===== config.mk =====
export PLATFORM = sky130hd
export DESIGN_NAME = battery_afe_control_config_regs
export DESIGN_NICKNAME = d
export VERILOG_FILES = /design/src/afe_cfg_pkg.sv /design/src/battery_afe_control_config_regs.sv /design/src/twowire_slave.sv
export VERILOG_INCLUDE_DIRS = /design/src
export SDC_FILE = /design/constraint.sdc
export NUM_CORES = 1
export LEC_CHECK = 0
export ABC_AREA = 1
export BUFFER_PORTS_ARGS = -buffer_cell sky130_fd_sc_hd__buf_2
export CAP_MARGIN = 20
export CORE_UTILIZATION = 62
export DETAILED_ROUTE_END_ITERATION = 6
export GPL_TIMING_DRIVEN = 0
export PLACE_DENSITY = 0.87
export SLEW_MARGIN = 15
export SYNTH_ARGS = -nofsm -noshare
export SYNTH_HDL_FRONTEND = slang
export SYNTH_SLANG_ARGS = --single-unit

===== constraint.sdc =====
create_clock -name ref_clk -period 2.1 [get_ports ref_clk]
set_clock_uncertainty 0.15 [all_clocks]
set_input_delay 0.42 -clock ref_clk [delete_from_list [all_inputs] [get_ports ref_clk]]
set_output_delay 0.42 -clock ref_clk [all_outputs]
set_load 0.005 [all_outputs]

===== src/afe_cfg_map.svh =====
/*
  Offsets, field positions, reset values and timing figures of the
  configuration register bank. Assumes inclusion by its bare name.
*/
`ifndef AFE_CFG_MAP_SVH
`define AFE_CFG_MAP_SVH

// Register offsets
`define OFF_MUX       8'h03
`define OFF_SLEEP     8'h04
`define OFF_FEATURE   8'h07
`define OFF_GATE      8'h08

// Writable bits per register, reserved bits held at zero
`define MASK_MUX      8'hcf
`define MASK_GATE     8'h98
`define MASK_FEATURE  8'he3

// Field positions
`define BIT_SLEEP     7
`define BIT_AUTO_OFF  7
`define BIT_REG_DIS   6
`define BIT_FORCE_ON  5
`define BIT_POR       2
`define BIT_WAKE_DIS  1
`define BIT_WAKE_EDGE 0
`define BIT_FSET_EN   7

// Reset values
`define RST_BYTE      8'h00

// Mux select codes
`define MUX_NONE      4'h0
`define MUX_EXT_TEMP  4'h8
`define MUX_INT_TEMP  4'h9

// Timing, in their own units
`define CLK_KHZ       250000
`define SCAN_PERIOD_MS 640
`define SCAN_ON_MS    5
`define OT_DELAY_MS   1

`endif


===== src/afe_cfg_pkg.sv =====
/*
  Types shared by the serial slave and the register bank.
  Assumes the map header supplies all numeric constants.
*/
package afe_cfg_pkg;

  // Serial slave sequencing
  typedef enum logic [3:0] {
    SL_IDLE, SL_ADDR, SL_ADDR_ACK, SL_PTR, SL_PTR_ACK,
    SL_WDATA, SL_WDATA_ACK, SL_RDATA, SL_RDATA_ACK
  } slave_state_e;

  // One committed register write
  typedef struct packed {
    logic [7:0] addr;
    logic [7:0] data;
  } reg_write_s;

endpackage


===== src/battery_afe_control_config_regs.sv =====
/*
  Control and configuration register bank of a multi-cell battery
  monitor front end, with sleep/wake, temperature scan and forced reset.
  Assumes a serial bus master on SCL/SDA and a wake pin, all asynchronous.
*/
// Behaviour
// - Mux field picks cell, temperature or none
// - Four read/write user flags, kept in sleep
// - Register contents survive sleep untouched
// - Force-sleep bit sleeps, regulator switched off
// - Force-sleep bit clears on wake
// - Sleeping leaves mux field unchanged
// - Auto scan 5 of 640 ms unless disabled
// - Regulator disable bit turns internal regulator off
// - Force-on bit keeps sensor supply on
// - Force-reset bit clears every register
// - Wake pin disable blocks pin wake
// - Edge select: one rising, zero falling
// - Feature writes only while gate bit set
// - Sleep clears on power-up, wake, write zero
// - External temp select holds supply, 1 ms compare
// - Serial slave, most significant bit first
`timescale 1ns/1ps
`include "afe_cfg_map.svh"

module battery_afe_control_config_regs #(
  parameter int TICK_CYCLES = `CLK_KHZ,                // Cycles per ms
  parameter int OT_CYCLES   = `CLK_KHZ * `OT_DELAY_MS  // Supply settle
) (
  input  wire logic       ref_clk,
  input  wire logic       rstn,
  input  wire logic       sclPin,
  input  wire logic       sdaIn,
  input  wire logic       wakePin,
  output logic            sdaOut,
  output logic            sdaOeN,
  output logic            regulatorEnable,
  output logic            sensorSupplyOutput,
  output logic            overTempCompareEnable,
  output logic [3:0]      analogSelect,
  output logic            analogEnable,
  output logic            sleepState
);

  logic [7:0]  muxReg, next_muxReg;       // Flags and mux select field
  logic        sleepBit, next_sleepBit;   // Force-sleep bit
  logic [7:0]  featReg, next_featReg;     // Feature configuration
  logic [7:0]  gateReg, next_gateReg;     // Write gate and flags
  logic [1:0]  wakeSync;                  // Wake pin synchroniser
  logic        wakeD;                     // Delayed synchronised wake pin
  logic [19:0] tickCnt, next_tickCnt;     // Millisecond divider
  logic        msTick, next_msTick;       // One-cycle millisecond enable
  logic [9:0]  msCnt, next_msCnt;         // Position in scan period
  logic [19:0] otCnt, next_otCnt;         // Time since supply came on
  logic        next_supply, next_compare, next_regEn, next_anaEn;
  logic        wrStrobe;
  afe_cfg_pkg::reg_write_s wrReq;
  logic [7:0]  rdAddr, rdData;

  // Address decode used by both the write and read paths
  function automatic logic hits(input logic [7:0] a, input logic [7:0] off);
    hits = (a == off);
  endfunction

  // Serial bus slave
  twowire_slave u_slave (
    .ref_clk  (ref_clk),
    .rstn     (rstn),
    .sclPin   (sclPin),
    .sdaIn    (sdaIn),
    .rdData   (rdData),
    .rdAddr   (rdAddr),
    .wrStrobe (wrStrobe),
    .wrReq    (wrReq),
    .sdaOut   (sdaOut),
    .sdaOeN   (sdaOeN)
  );

  // Read mux, reserved bits and unmapped addresses read zero
  always_comb begin
    rdData = `RST_BYTE;
    if (hits(rdAddr, `OFF_MUX))     rdData = muxReg;
    if (hits(rdAddr, `OFF_SLEEP))   rdData = {sleepBit, 7'h00};
    if (hits(rdAddr, `OFF_FEATURE)) rdData = featReg;
    if (hits(rdAddr, `OFF_GATE))    rdData = gateReg;
  end

  wire wrMux   = wrStrobe & hits(wrReq.addr, `OFF_MUX);
  wire wrSleep = wrStrobe & hits(wrReq.addr, `OFF_SLEEP);
  wire wrGate  = wrStrobe & hits(wrReq.addr, `OFF_GATE);
  wire wrFeat  = wrStrobe & hits(wrReq.addr, `OFF_FEATURE) & gateReg[`BIT_FSET_EN];
  wire porHit  = wrFeat & wrReq.data[`BIT_POR];
  wire wakeS   = wakeSync[1];
  wire wakeRise = wakeS & ~wakeD;
  wire wakeFall = ~wakeS & wakeD;
  wire wakeEdge = featReg[`BIT_WAKE_EDGE] ? wakeRise : wakeFall;
  wire wakeEvent = sleepBit & ~featReg[`BIT_WAKE_DIS] & wakeEdge;

  // Register bank next state; nothing here reacts to sleep itself
  always_comb begin
    next_muxReg   = muxReg;
    next_sleepBit = sleepBit;
    next_featReg  = featReg;
    next_gateReg  = gateReg;
    if (porHit) begin
      // Forced reset clears everything, flags included
      next_muxReg   = `RST_BYTE;
      next_sleepBit = 1'b0;
      next_featReg  = `RST_BYTE;
      next_gateReg  = `RST_BYTE;
    end else begin
      if (wrMux) next_muxReg = wrReq.data & `MASK_MUX;
      if (wrGate) next_gateReg = wrReq.data & `MASK_GATE;
      if (wrFeat) next_featReg = wrReq.data & `MASK_FEATURE;
      if (wakeEvent) next_sleepBit = 1'b0;
      if (wrSleep) next_sleepBit = wrReq.data[`BIT_SLEEP];
    end
  end

  wire [3:0] muxSel  = muxReg[3:0];
  wire       muxValid = (muxSel != `MUX_NONE) && (muxSel <= `MUX_INT_TEMP);
  wire       autoOn  = ~featReg[`BIT_AUTO_OFF] && (msCnt < 10'(`SCAN_ON_MS));

  // Timing and output next values
  always_comb begin
    next_tickCnt = tickCnt + 20'h1;
    next_msTick  = 1'b0;
    next_msCnt   = msCnt;
    if (tickCnt >= 20'(TICK_CYCLES - 1)) begin
      next_tickCnt = 20'h0;
      next_msTick  = 1'b1;
    end
    if (msTick) begin
      next_msCnt = (msCnt >= 10'(`SCAN_PERIOD_MS - 1)) ? 10'h0 : msCnt + 10'h1;
    end
    // Sensor supply: forced, external temperature selected, or auto scan
    next_supply = ~sleepBit & (featReg[`BIT_FORCE_ON]
                  | (muxSel == `MUX_EXT_TEMP)
                  | autoOn);
    next_otCnt = sensorSupplyOutput ? otCnt : 20'h0;
    if (sensorSupplyOutput && otCnt < 20'(OT_CYCLES)) next_otCnt = otCnt + 20'h1;
    next_compare = sensorSupplyOutput & (otCnt >= 20'(OT_CYCLES));
    next_regEn   = ~sleepBit & ~featReg[`BIT_REG_DIS];
    next_anaEn   = ~sleepBit & muxValid;
  end

  // All registers of the bank and its outputs
  always_ff @(posedge ref_clk) begin
    if (!rstn) begin
      muxReg    <= `RST_BYTE;
      sleepBit  <= 1'b0;
      featReg   <= `RST_BYTE;
      gateReg   <= `RST_BYTE;
      wakeSync  <= 2'h0;
      wakeD     <= 1'b0;
      tickCnt   <= 20'h0;
      msTick    <= 1'b0;
      msCnt     <= 10'h0;
      otCnt     <= 20'h0;
      regulatorEnable       <= 1'b0;
      sensorSupplyOutput    <= 1'b0;
      overTempCompareEnable <= 1'b0;
      analogSelect          <= `MUX_NONE;
      analogEnable          <= 1'b0;
      sleepState            <= 1'b0;
    end else begin
      muxReg    <= next_muxReg;
      sleepBit  <= next_sleepBit;
      featReg   <= next_featReg;
      gateReg   <= next_gateReg;
      wakeSync  <= {wakeSync[0], wakePin};
      wakeD     <= wakeSync[1];
      tickCnt   <= next_tickCnt;
      msTick    <= next_msTick;
      msCnt     <= next_msCnt;
      otCnt     <= next_otCnt;
      regulatorEnable       <= next_regEn;
      sensorSupplyOutput    <= next_supply;
      overTempCompareEnable <= next_compare;
      analogSelect          <= muxValid ? muxSel : `MUX_NONE;
      analogEnable          <= next_anaEn;
      sleepState            <= next_sleepBit;
    end
  end
endmodule // battery_afe_control_config_regs


===== src/twowire_slave.sv =====
/*
  Two-wire serial slave: address match, register pointer, data bytes,
  reads with auto-increment. Assumes SCL and SDA arrive asynchronously
  and that ref_clk is many times faster than SCL.
*/
`timescale 1ns/1ps
`include "afe_cfg_map.svh"

module twowire_slave #(
  parameter logic [6:0] DEV_ADDR = 7'h28   // Arbitrary bus address
) (
  input  wire logic                    ref_clk,
  input  wire logic                    rstn,
  input  wire logic                    sclPin,   // Bus clock from master
  input  wire logic                    sdaIn,    // Bus data level
  input  wire logic [7:0]              rdData,   // Byte at rdAddr
  output logic      [7:0]              rdAddr,   // Register pointer
  output logic                         wrStrobe, // Committed write pulse
  output afe_cfg_pkg::reg_write_s      wrReq,    // Write address and data
  output logic                         sdaOut,   // Always low when driven
  output logic                         sdaOeN    // Low while pulling SDA
);

  logic [1:0] sclSync;               // Two-stage synchroniser for SCL
  logic [1:0] sdaSync;               // Two-stage synchroniser for SDA
  logic       sclD;                  // Delayed synchronised SCL
  logic       sdaD;                  // Delayed synchronised SDA
  afe_cfg_pkg::slave_state_e state, next_state;
  logic [3:0] bitCnt, next_bitCnt;   // Bits of the current byte
  logic [7:0] shift, next_shift;     // Byte shifter
  logic [7:0] ptr, next_ptr;         // Register pointer
  logic       drive, next_drive;     // Pull SDA low
  logic       rdMode, next_rdMode;   // Read transfer, or master ack
  logic       next_wrStrobe;
  afe_cfg_pkg::reg_write_s next_wrReq;

  wire sclS  = sclSync[1];
  wire sdaS  = sdaSync[1];
  wire rise  = sclS & ~sclD;
  wire fall  = ~sclS & sclD;
  wire start = sclS & sclD & sdaD & ~sdaS;
  wire stop  = sclS & sclD & ~sdaD & sdaS;

  // Pin synchronisers and edge history
  always_ff @(posedge ref_clk) begin
    if (!rstn) begin
      sclSync <= 2'h3;
      sdaSync <= 2'h3;
      sclD    <= 1'b1;
      sdaD    <= 1'b1;
    end else begin
      sclSync <= {sclSync[0], sclPin};
      sdaSync <= {sdaSync[0], sdaIn};
      sclD    <= sclSync[1];
      sdaD    <= sdaSync[1];
    end
  end

  // Byte sequencing; SDA is only changed just after SCL falls
  always_comb begin
    next_state    = state;
    next_bitCnt   = bitCnt;
    next_shift    = shift;
    next_ptr      = ptr;
    next_drive    = drive;
    next_rdMode   = rdMode;
    next_wrStrobe = 1'b0;
    next_wrReq    = wrReq;
    if (stop) begin
      next_state = afe_cfg_pkg::SL_IDLE;
      next_drive = 1'b0;
    end else if (start) begin
      next_state  = afe_cfg_pkg::SL_ADDR;
      next_bitCnt = 4'h0;
      next_drive  = 1'b0;
    end else begin
      case (state)
        // Receiving a byte, most significant bit first
        afe_cfg_pkg::SL_ADDR, afe_cfg_pkg::SL_PTR, afe_cfg_pkg::SL_WDATA: begin
          if (rise) begin
            next_shift  = {shift[6:0], sdaS};
            next_bitCnt = bitCnt + 4'h1;
          end else if (fall && bitCnt == 4'h8) begin
            next_bitCnt = 4'h0;
            next_drive  = 1'b1;
            if (state == afe_cfg_pkg::SL_ADDR) begin
              // Only our own address is acknowledged
              next_rdMode = shift[0];
              next_state  = afe_cfg_pkg::SL_ADDR_ACK;
              if (shift[7:1] != DEV_ADDR) begin
                next_state = afe_cfg_pkg::SL_IDLE;
                next_drive = 1'b0;
              end
            end else if (state == afe_cfg_pkg::SL_PTR) begin
              next_ptr   = shift;
              next_state = afe_cfg_pkg::SL_PTR_ACK;
            end else begin
              next_wrReq = '{addr: ptr, data: shift};
              next_state = afe_cfg_pkg::SL_WDATA_ACK;
            end
          end
        end
        // Address acknowledged: read starts at once, write takes pointer
        afe_cfg_pkg::SL_ADDR_ACK: begin
          if (fall) begin
            if (rdMode) begin
              next_shift = rdData;
              next_ptr   = ptr + 8'h01;
              next_drive = ~rdData[7];
              next_state = afe_cfg_pkg::SL_RDATA;
            end else begin
              next_drive = 1'b0;
              next_state = afe_cfg_pkg::SL_PTR;
            end
          end
        end
        afe_cfg_pkg::SL_PTR_ACK: begin
          if (fall) begin
            next_drive = 1'b0;
            next_state = afe_cfg_pkg::SL_WDATA;
          end
        end
        // Write is committed only when the ack bit has ended
        afe_cfg_pkg::SL_WDATA_ACK: begin
          if (fall) begin
            next_wrStrobe = 1'b1;
            next_ptr      = ptr + 8'h01;
            next_drive    = 1'b0;
            next_state    = afe_cfg_pkg::SL_WDATA;
          end
        end
        // Transmitting a byte
        afe_cfg_pkg::SL_RDATA: begin
          if (rise) begin
            next_bitCnt = bitCnt + 4'h1;
          end else if (fall) begin
            if (bitCnt == 4'h8) begin
              next_bitCnt = 4'h0;
              next_drive  = 1'b0;
              next_state  = afe_cfg_pkg::SL_RDATA_ACK;
            end else begin
              next_shift = {shift[6:0], 1'b0};
              next_drive = ~shift[6];
            end
          end
        end
        // Master ack continues the read, nack ends it
        afe_cfg_pkg::SL_RDATA_ACK: begin
          if (rise) begin
            next_rdMode = ~sdaS;
          end else if (fall) begin
            if (rdMode) begin
              next_shift = rdData;
              next_ptr   = ptr + 8'h01;
              next_drive = ~rdData[7];
              next_state = afe_cfg_pkg::SL_RDATA;
            end else begin
              next_state = afe_cfg_pkg::SL_IDLE;
            end
          end
        end
        default: begin
          next_drive = 1'b0;
        end
      endcase
    end
  end

  // Slave state registers
  always_ff @(posedge ref_clk) begin
    if (!rstn) begin
      state    <= afe_cfg_pkg::SL_IDLE;
      bitCnt   <= 4'h0;
      shift    <= `RST_BYTE;
      ptr      <= `RST_BYTE;
      drive    <= 1'b0;
      rdMode   <= 1'b0;
      wrStrobe <= 1'b0;
      wrReq    <= '0;
      sdaOut   <= 1'b0;
      sdaOeN   <= 1'b1;
    end else begin
      state    <= next_state;
      bitCnt   <= next_bitCnt;
      shift    <= next_shift;
      ptr      <= next_ptr;
      drive    <= next_drive;
      rdMode   <= next_rdMode;
      wrStrobe <= next_wrStrobe;
      wrReq    <= next_wrReq;
      sdaOut   <= 1'b0;
      sdaOeN   <= ~next_drive;
    end
  end

  assign rdAddr = ptr;
endmodule // twowire_slave


=== Word level (Yosys, flattened, before mapping) ===
Cells that the tools add are included.

* Register bits after elaboration: 127
* Latch bits: 0
* RAM bits: 0
* ROM bits: 0
* Bits of input ports: 5
* Output and inout port bits: 11
* Logic and storage cells: 232
* Memories kept: 0

* Add/subtract/negate cells: 5
* $mul: 0
* Div/mod/pow operators: 0
* $lt $le $gt $ge: 6
* Equality and inequality tests: 48
* Shifts and indexed selects: 0
* Multiplexer cells: 73
* Bitwise operators: 43
* Reduce and logical (&&, ||, !) cells: 27

{| class="wikitable"
|+ Operators with widths
! cell !! number
|-
| 8-bit 2-to-1 mux || 19
|-
| 4-bit 2-to-1 mux || 16
|-
| 8-bit one-hot mux with 4 select lines || 2
|-
| 20-bit by 1-bit adder with 20-bit output (second input constant) || 2
|-
| 20-bit by 18-bit >= comparator with 1-bit output (second input constant) || 2
|-
| 20-bit 2-to-1 mux || 2
|-
| 8-bit by 3-bit equality test with 1-bit output (second input constant) || 4
|-
| 1-bit 2-to-1 mux || 25
|-
| 2-bit by 1-bit != test with 1-bit output (second input constant) || 12
|-
| 1-bit bitwise AND || 21
|-
| 20-bit by 18-bit < comparator with 1-bit output (second input constant) || 1
|-
| 1-bit NOT || 20
|-
| 4-bit one-hot mux with 5 select lines || 1
|-
| 10-bit AND reduction || 2
|-
| 3-bit by 1-bit != test with 1-bit output (second input constant) || 6
|-
| 4-bit by 3-bit equality test with 1-bit output (second input constant) || 4
|-
| 8-bit by 2-bit equality test with 1-bit output (second input constant) || 2
|-
| 8-bit by 4-bit equality test with 1-bit output (second input constant) || 2
|-
| 7-bit AND reduction || 2
|-
| 4-bit equality test (second input constant) || 3
|-
| 4-bit by 1-bit != test with 1-bit output (second input constant) || 3
|-
| 4-bit nonzero test || 3
|-
| 10-bit by 1-bit adder with 10-bit output (second input constant) || 1
|-
| 10-bit >= comparator (second input constant) || 1
|-
| other kinds (28) || 46
|}

=== Logic depth before layout (Yosys ltp) ===
Gate-level depths: netlist of the first run.

* Depth after elaboration: 13
* Gate-level depth with buffers: 14
* Mapped depth without buffers: 13

=== Cells and area by module ===
Synthesis of the first run repeated with hierarchy kept, for this count alone.

* Cells, all modules: 969
* Area, all modules: 6,485.0 um2

{| class="wikitable"
|+ Modules (own cells, without submodules)
! module !! times used !! cells each !! area each (um2)
|-
| battery_afe_control_config_regs || 1 || 547 || 3,757.4
|-
| twowire_slave || 1 || 422 || 2,727.6
|}

=== Worst setup path before layout of the first run ===
OpenSTA, ideal clock, no wires.

* Kind: reg2reg
* From: register u_slave.sclD
* To: register u_slave.ptr[6], in the netlist u_slave.rdAddr[6]
* Setup time: 0.119 ns
* Arrival time: 1.637 ns
* Data required time: 1.831 ns
* Path slack: 0.194 ns
* Stages on the path, launching flop included: 14
* Period minus slack after synthesis: 1.906 ns
* Cells stage by stage: dfxtp_1 inv_1 ha_1 nor2_2 inv_2 nor2_4 inv_1 nand2_1 nand3_1 nor2_4 nand2_2 buf_6 o21ai_1 a21oi_1

* Cells in the longest elaborated chain, start to end: 5
* Elaborated cells on any way between the ends: 19

{| class="wikitable"
|+ Ends and longest elaborated chain
! element !! RTL line !! source
|-
| from (decl) || twowire_slave.sv:26 || <nowiki>logic sclD;</nowiki>
|-
| from (signal assigned) || twowire_slave.sv:54 || <nowiki>sclD <= sclSync[1];</nowiki>
|-
| 1-bit bitwise AND || twowire_slave.sv:41, twowire_slave.sv:42 ||
|-
| 1-bit bitwise AND, on equally long branches (2 in a row) || twowire_slave.sv:41, twowire_slave.sv:42 ||
|-
| 1-bit NOT (no line) || -- ||
|-
| 9-bit AND reduction (no line) || -- ||
|-
| to (signal assigned) || twowire_slave.sv:175 || <nowiki>ptr <= `RST_BYTE;</nowiki>
|-
| to (signal assigned) || twowire_slave.sv:186 || <nowiki>ptr <= next_ptr;</nowiki>
|-
| to (decl) || twowire_slave.sv:31 || <nowiki>logic [7:0] ptr, next_ptr;</nowiki>
|}

Several ways; a longest one is shown, not always the timed one. The select of a mux whose other input is x is not followed.
A chain may end at the register's enable or synchronous reset.

=== Worst setup path in the final report of the first run ===
* From: register u_slave.sclD
* To: register, netlist name u_slave.wrReq[12]

* Cells in the longest elaborated chain, start to end: 5
* Elaborated cells on any way between the ends: 13

{| class="wikitable"
|+ Ends and longest elaborated chain
! element !! RTL line
|-
| 1-bit bitwise AND || twowire_slave.sv:41, twowire_slave.sv:42
|-
| 1-bit bitwise AND, on equally long branches (2 in a row) || twowire_slave.sv:41, twowire_slave.sv:42
|-
| 1-bit NOT (no line) || --
|-
| 7-bit AND reduction (no line) * || --
|}

Mark *: on every way between the ends. The rest lies on a longest branch, timed or not.

==> results of run 1 <==
[state kept, by name, summed over array words and instances, names as in the netlist, 3 cells and up]
signal and cells:
gateReg 3, otCnt 20, msCnt 10, u_slave.wrReq 16
u_slave.shift 8, analogSelect 4, u_slave.state 4, featReg 5
u_slave.bitCnt 4, tickCnt 20, u_slave.rdAddr 8, muxReg 6
[synthesized netlist by cell type (4+ instances only)]
cell and n:
nor2_1 113, xor2_1 18, a21oi_1 87, o21ai_1 5, nand4_1 12, nand3_1 65
inv_1 122, nand2_1 169, dfxtp_1 127, ha_1 12, xnor2_1 7, nor3_1 16
nor3b_1 5, clkbuf_1 6, nand2_2 9, o21ai_0 56, or2_2 7, inv_2 4
buf_2 5
[worst max-delay path, stage by stage (launching register included)]
cell and delay (ns):
dfxtp_4 0.36, ha_1 0.23, nand3_2 0.16, inv_1 0.10, nor2_2 0.12, inv_1 0.10
nor2_2 0.10, nand2_2 0.10, clkbuf_4 0.21, o21ai_0 0.19, a21oi_1 0.06
[power groups by stage]
stage | Combinational, uW | Clock, uW | Sequential, uW
after floorplan | 971 | 0 | 2740
after global placement | 1190 | 0 | 2790
after detailed placement | 1200 | 0 | 2790
after CTS | 1250 | 3200 | 2740
after global routing | 1460 | 3320 | 2770
final | 1300 | 3170 | 2750
[timing repair]
action,CTS,global route
hold buffers,3,0
endpoints found under the hold margin,3,0
buffers inserted,1,2
setup endpoints to repair,22,51
gates resized for setup,5,29
pin swaps,1,2
[per-stage QoR]
step,instances,worst slack (ns),power (uW)
global route,1072,-0.0112,7550
CTS,1070,0.00472,7190
detailed placement,1034,-0.101,3990
finish,1072,0.118,7220
global placement,1034,-0.0715,3970
floorplan,887,0.194,3710
[metal layers]
metal | global-route usage (%) | wire length, um | vias to the layer above | share of wire, %
li1 | - | - | 2954 | -
met1 | 36.1 | 6240 | 2643 | 43
met2 | 47.5 | 6650 | 235 | 46
met3 | 7.94 | 1120 | 34 | 7.8
met4 | 12.6 | 336 | 0 | 2.3
met5 | 0 | 0 | - | 0
[cell families (layout without fill, tap and decap cells)]
group / Yosys count / count (layout) / synth area share (%)
adders and majority gates: 12 / 12 / 2.44
other: 1 / 3 / 0.0608
xor gates and xnor gates: 25 / 25 / 3.55
DFF: 127 / 127 / 41.2
buffers and inverters: 143 / 195 / 9.15
and+or+nand+nor: 410 / 410 / 29.2
AOI/OAI and AO/OA: 167 / 167 / 14.3
[path summary, 6_finish.rpt]
check                                     endpoint  slack [ns]  depth (start not counted)
worst max register to register   u_slave.wrReq[12]        0.12                         10
worst max-delay path             u_slave.wrReq[12]        0.12                         10
worst min register to register  u_slave.sdaSync[1]        0.27                          1
worst min-delay path                     muxReg[2]        0.14                          3
[area by class of cell]
class | count | area share (%)
multi-input cells | 617 | 43.8
flip-flops and latches | 127 | 35.4
inverters | 128 | 6.70
clock buffers | 21 | 6.37
clock inverters | 11 | 2.57
well taps | 133 | 2.31
repair buffers | 20 | 1.70
plain buffers | 15 | 1.20
==> flow_summary.yaml, run 1 <==
final_layout:
  fillCellCount: 752
  n_antenna_cell: 0
  fin_area_sq_um: 7200
  postLayoutCoreUtil_pct: 74.4
  final_cell_mix: "nand2_1, dfxtp_1, inv_1"
  regArea_sq_um: 2550
  drive_gt1_share_pct: 12.0
  multi_input_area_sq_um: 3150
  layout_commonest_cell: "nand2_1"
  syn_to_final_growth_pct: 16.8
  fin_nets: 943
worst_setup_path:
  start_kind: "flop"
  critPathCaptureType: "flop"
  worst-setup-path-type: "flop to flop"
  rr_startpoint: "u_slave.sclD"
  arrival_ns: 2.25
  worstPathMaxFanout: 10
  startpoint: "u_slave.sclD"
  cp.required_ns: 2.36
sta:
  fin_crit_ns: 1.98
  finalSetupTns_ns: 0
  slew_headroom_pct: 54.2
  hold_viol_final: 0
  hold_slack_ns: 0.137
  setup_violations: 0
  fmax_mhz: 505
  worstMarginPinSlew_ns: 0.686
  fin_crit_sh_pct: 94.4
  report.final.slew_viol_count: 0
clocking:
  cts_buffers: 17
  clock-sinks: 127
  clock_path_buffers: 2
  clock-root-buffer: "clkbuf_8"
  cts_tree: "built"
  clkLatencyLatePin_ns: 0.53
  clk_pin_slew_ns: 0.06
  htreeDepth: 4
routing:
  final_antenna_net_count: 0
  via_per_inst: 5.47
  post-route-drc-count: 0
  routed_wl_um: 14300
  first_pass_iters: 6
  drt_iter0_drc: 379
  vias: 5866
  avgRoutedWirePerCell_um: 13.4
hold_path:
  hp-start: "rstn"
  worstHoldPathType: "input port to flop"
global_route:
  grt.total_usage_pct: 29.1
  grt_pass1_wl_um: 23100
  grt_pass1_vias: 5135
  antenna_found_initial: 0
  grt_overflow_total: 0
  grt_start_max_net_pins: 17
synthesis:
  ys_seq_area_share_pct: 41.2
  synth_area_leaders: "dfxtp_1, nand2_1, inv_1"
  synth_edf_count: 0
  netlist_area_sq_um: 6160
  ys_warn_count: 0
  ys.flop_type: "dfxtp_1"
  yosysTopAreaCell: "dfxtp_1"
  netlist-cell-type-count: 43
  syn_avg_cell_area_sq_um: 6.97
  synthDominantCellAreaShare_pct: 41.2
  async_flop_share_pct: 0
  ys_ff_latch: 127
  syn_inst: 885
placement:
  portBuffers: 14
  dpl_cell_area_sq_um: 6410
  place_congestion: 0.930
  dp.final_hpwl_um: 9820
die:
  rows: 36
  die_y_um: 102
  die_width_um: 102
  pin_count: 16
  start_util_pct: 63.7
  core_area_sq_um: 9680
  die_area_sq_um: 10300
power_and_ir_drop:
  p_per_area_nw_per_um2: 1000
  internal-power_uw: 5140
  p_comb_share_pct: 18.0
  leakage_uw: 0.00289
  pwr-share-clk_pct: 43.9
  p_sw_share_pct: 28.8
  power.switching_uw: 2080
  ir_drop_uv: 753
  seq_power_share_pct: 38.2
status:
  status: "complete, no violations"
job:
  maxCapViolCount: 0
Note: power is estimated with default switching activity, not from simulation.
==> run 2: changes to the inputs <==
--- a/config.mk
+++ b/config.mk
@@ -9,11 +9,13 @@
 export ABC_AREA = 1
 export BUFFER_PORTS_ARGS = -buffer_cell sky130_fd_sc_hd__buf_2
 export CAP_MARGIN = 20
-export CORE_UTILIZATION = 62
+export CORE_UTILIZATION = 30
 export DETAILED_ROUTE_END_ITERATION = 6
 export GPL_TIMING_DRIVEN = 0
-export PLACE_DENSITY = 0.87
+export PLACE_DENSITY = 0.52
+export SETUP_SLACK_MARGIN = 0.1
 export SLEW_MARGIN = 15
 export SYNTH_ARGS = -nofsm -noshare
 export SYNTH_HDL_FRONTEND = slang
+export SYNTH_HIERARCHICAL = 1
 export SYNTH_SLANG_ARGS = --single-unit
==> flow_summary.yaml, run 2 <==
final_layout:
  multi_input_area_sq_um: 3540
  stdcell_count: 1312
  top_regs: "otCnt x20, tickCnt x20, u_slave/wrReq x16"
  layout_commonest_cell: "nand2_1"
  syn_to_final_growth_pct: 22.1
  n_antenna_cell: 0
  final_cell_mix: "nand2_1, nor2_1, dfxtp_1"
  fin_nets: 1040
  drive_gt1_share_pct: 16.8
  regArea_sq_um: 2570
  fillCellCount: 2229
  fin_area_sq_um: 7920
worst_setup_path:
  cp.required_ns: 2.26
  cp_slowest_stage_delay_ns: 0.36
  worst-setup-path-type: "flop to flop"
  critPathCaptureType: "flop"
  rr_startpoint: "u_slave/rdAddr[6]"
  rrSetupSlack_ns: 0.13
  ff2ff_path_depth: 13
  arrival_ns: 2.14
  worstPathMaxFanout: 4
  crit_chain: "nor2_2 -> nand2_2 -> inv_4 -> buf_6 -> nand3_2 -> nand4_1 -> or2_4 -> nand3_2 -> nand3_2 -> nand2_1 -> nor2_1 -> a21oi_1 -> inv_1"
  rr_endpoint: "u_slave/sdaOeN"
  start_kind: "flop"
  worst_path_max_delay_cell: "dfxtp_4"
  cp_common_cell: "nand3_2"
clocking:
  cts_tree: "built"
  clock-sinks: 127
  cts_buffers: 17
  htreeDepth: 4
  clkLatencyLatePin_ns: 0.42
  clock_path_buffers: 2
  clk_pin_slew_ns: 0.06
  clock-root-buffer: "clkbuf_16"
  hold_buffers: 0
hold_path:
  worstHoldPathType: "input port to flop"
  whs_endpoint: "u_slave/sclSync[0]"
  hp-start: "sclPin"
  hold_path_depth: 2
sta:
  finalSetupTns_ns: 0
  fin_crit_sh_pct: 93.9
  hold_slack_ns: 0.0272
  fin_ws_ns: 0.129
  setup_violations: 0
  fmax_mhz: 507
  slew_headroom_pct: 52.7
  hold_viol_final: 0
  report.final.slew_viol_count: 0
  fin_crit_ns: 1.97
  worstMarginPinSlew_ns: 0.704
  grt_setup_unrepaired: "true"
synthesis:
  ys_ff_latch: 127
  ys_warn_count: 6
  synth_most_common_cell: "nand2_1"
  ys_seq_area_share_pct: 39.2
  yosys-top-cells-count: "nand2_1, nor2_1, dfxtp_1, inv_1, nand3_1"
  synthDominantCellAreaShare_pct: 39.2
  netlist-cell-type-count: 45
  syn_avg_cell_area_sq_um: 6.69
  synth_area_leaders: "dfxtp_1, nand2_1, nor2_1"
  synth_edf_count: 0
  ys.flop_type: "dfxtp_1"
  yosysTopAreaCell: "dfxtp_1"
  syn_inst: 969
  netlist_area_sq_um: 6480
  async_flop_share_pct: 0
routing:
  avgRoutedWirePerCell_um: 12.3
  routed_wl_um: 16200
  vias: 6076
  first_pass_iters: 5
  via_per_inst: 4.63
  drt_iter0_drc: 369
  post-route-drc-count: 0
  final_antenna_net_count: 0
global_route:
  grt_pass1_vias: 5464
  antenna_found_initial: 0
  grt_overflow_total: 0
  grt.total_usage_pct: 15.0
  grt_start_max_net_pins: 17
  grt_pass1_wl_um: 26500
placement:
  dpl_cell_area_sq_um: 6900
  dp.final_hpwl_um: 11400
  placedCellCount: 1258
  portBuffers: 13
  dpl_worst_slack_ns: -0.313
  place_congestion: 0.899
die:
  die_y_um: 149
  die_area_sq_um: 22200
  pin_count: 16
  rows: 53
  core_area_sq_um: 21100
  die_width_um: 149
  start_util_pct: 30.8
status:
  status: "complete, no violations"
power_and_ir_drop:
  ir_drop_uv: 432
  p_per_area_nw_per_um2: 969
  leakage_uw: 0.00320
job:
  maxCapViolCount: 0
[run 2: per-layer routing]
layer | wire [um] | vias up | track usage [%]
met5 | 0 | - | 0
met3 | 663 | 19 | 3.33
li1 | - | 3212 | -
met1 | 8070 | 2718 | 20.7
met4 | 259 | 0 | 5.71
met2 | 7200 | 127 | 22.7
[run 2: worst max-delay path by stage]
| stage | to | start | depth (start not counted) |
|---|---|---|---|
| after global placement | u_slave/sdaOeN | u_slave/rdAddr[5] | 14 |
| after floorplan | u_slave/sdaOeN | u_slave/rdAddr[6] | 14 |
| after global routing | u_slave/sdaOeN | u_slave/rdAddr[6] | 13 |
| after CTS | u_slave/sdaOeN | u_slave/rdAddr[4] | 13 |
| after detailed placement | u_slave/sdaOeN | u_slave/rdAddr[6] | 14 |
| final | u_slave/sdaOeN | u_slave/rdAddr[6] | 13 |
[run 2: worst max-delay path, delay by kind of cell, from the launching register on]
kind            cells  cell delay, ns
flops               1            0.36
buf+inv             3            0.23
simple gates        9            0.96
compound gates      1            0.17
[run 2: final cells by class]
cell class | count | area share [%]
Tap cell | 275 | 4.35
Timing Repair inverter | 1 | 0.0632
Timing Repair Buffer | 32 | 2.83
Buffer | 17 | 1.37
Sequential cell | 127 | 32.4
Inverter | 127 | 6.18
Clock buffer | 20 | 5.77
Multi-Input combinational cell | 701 | 44.7
Clock inverter | 12 | 2.29
[run 2: report_power, final]
part | internal (uW) | switching [uW] | total, uW | leakage (uW)
Clock | 2060 | 1130 | 3190 | 0.000311
Sequential | 2540 | 128 | 2670 | 0.00104
Combinational | 639 | 1180 | 1810 | 0.00185
[run 2: per-stage QoR]
stage / power, uW / util, %
floorplan: 3750 / -
global route: 8080 / 37.5
finish: 7670 / 37.5
CTS: 7440 / 36.2
detailed placement: 4090 / 32.7
global placement: 4090 / 32.7
[run 2: what timing repair did]
item                                    CTS  global route
gates cloned                              1             2
buffers inserted                          5            14
endpoints found under the setup margin   31            35
pin swaps                                 7            11
resized for setup                        24            60
[run 2: cells by family after synthesis]
kind of cell             Yosys count  share of synthesized area [%]
multiplexers                       1                          0.154
AO/OA/AOI/OAI                    141                           11.6
flip-flops                       127                           39.2
buffers and inverters            144                           8.93
AND/OR/NAND/NOR                  528                           35.8
adder cells (fa/ha/maj)           11                           2.12
XOR/XNOR                          15                           2.03
other                              2                          0.116
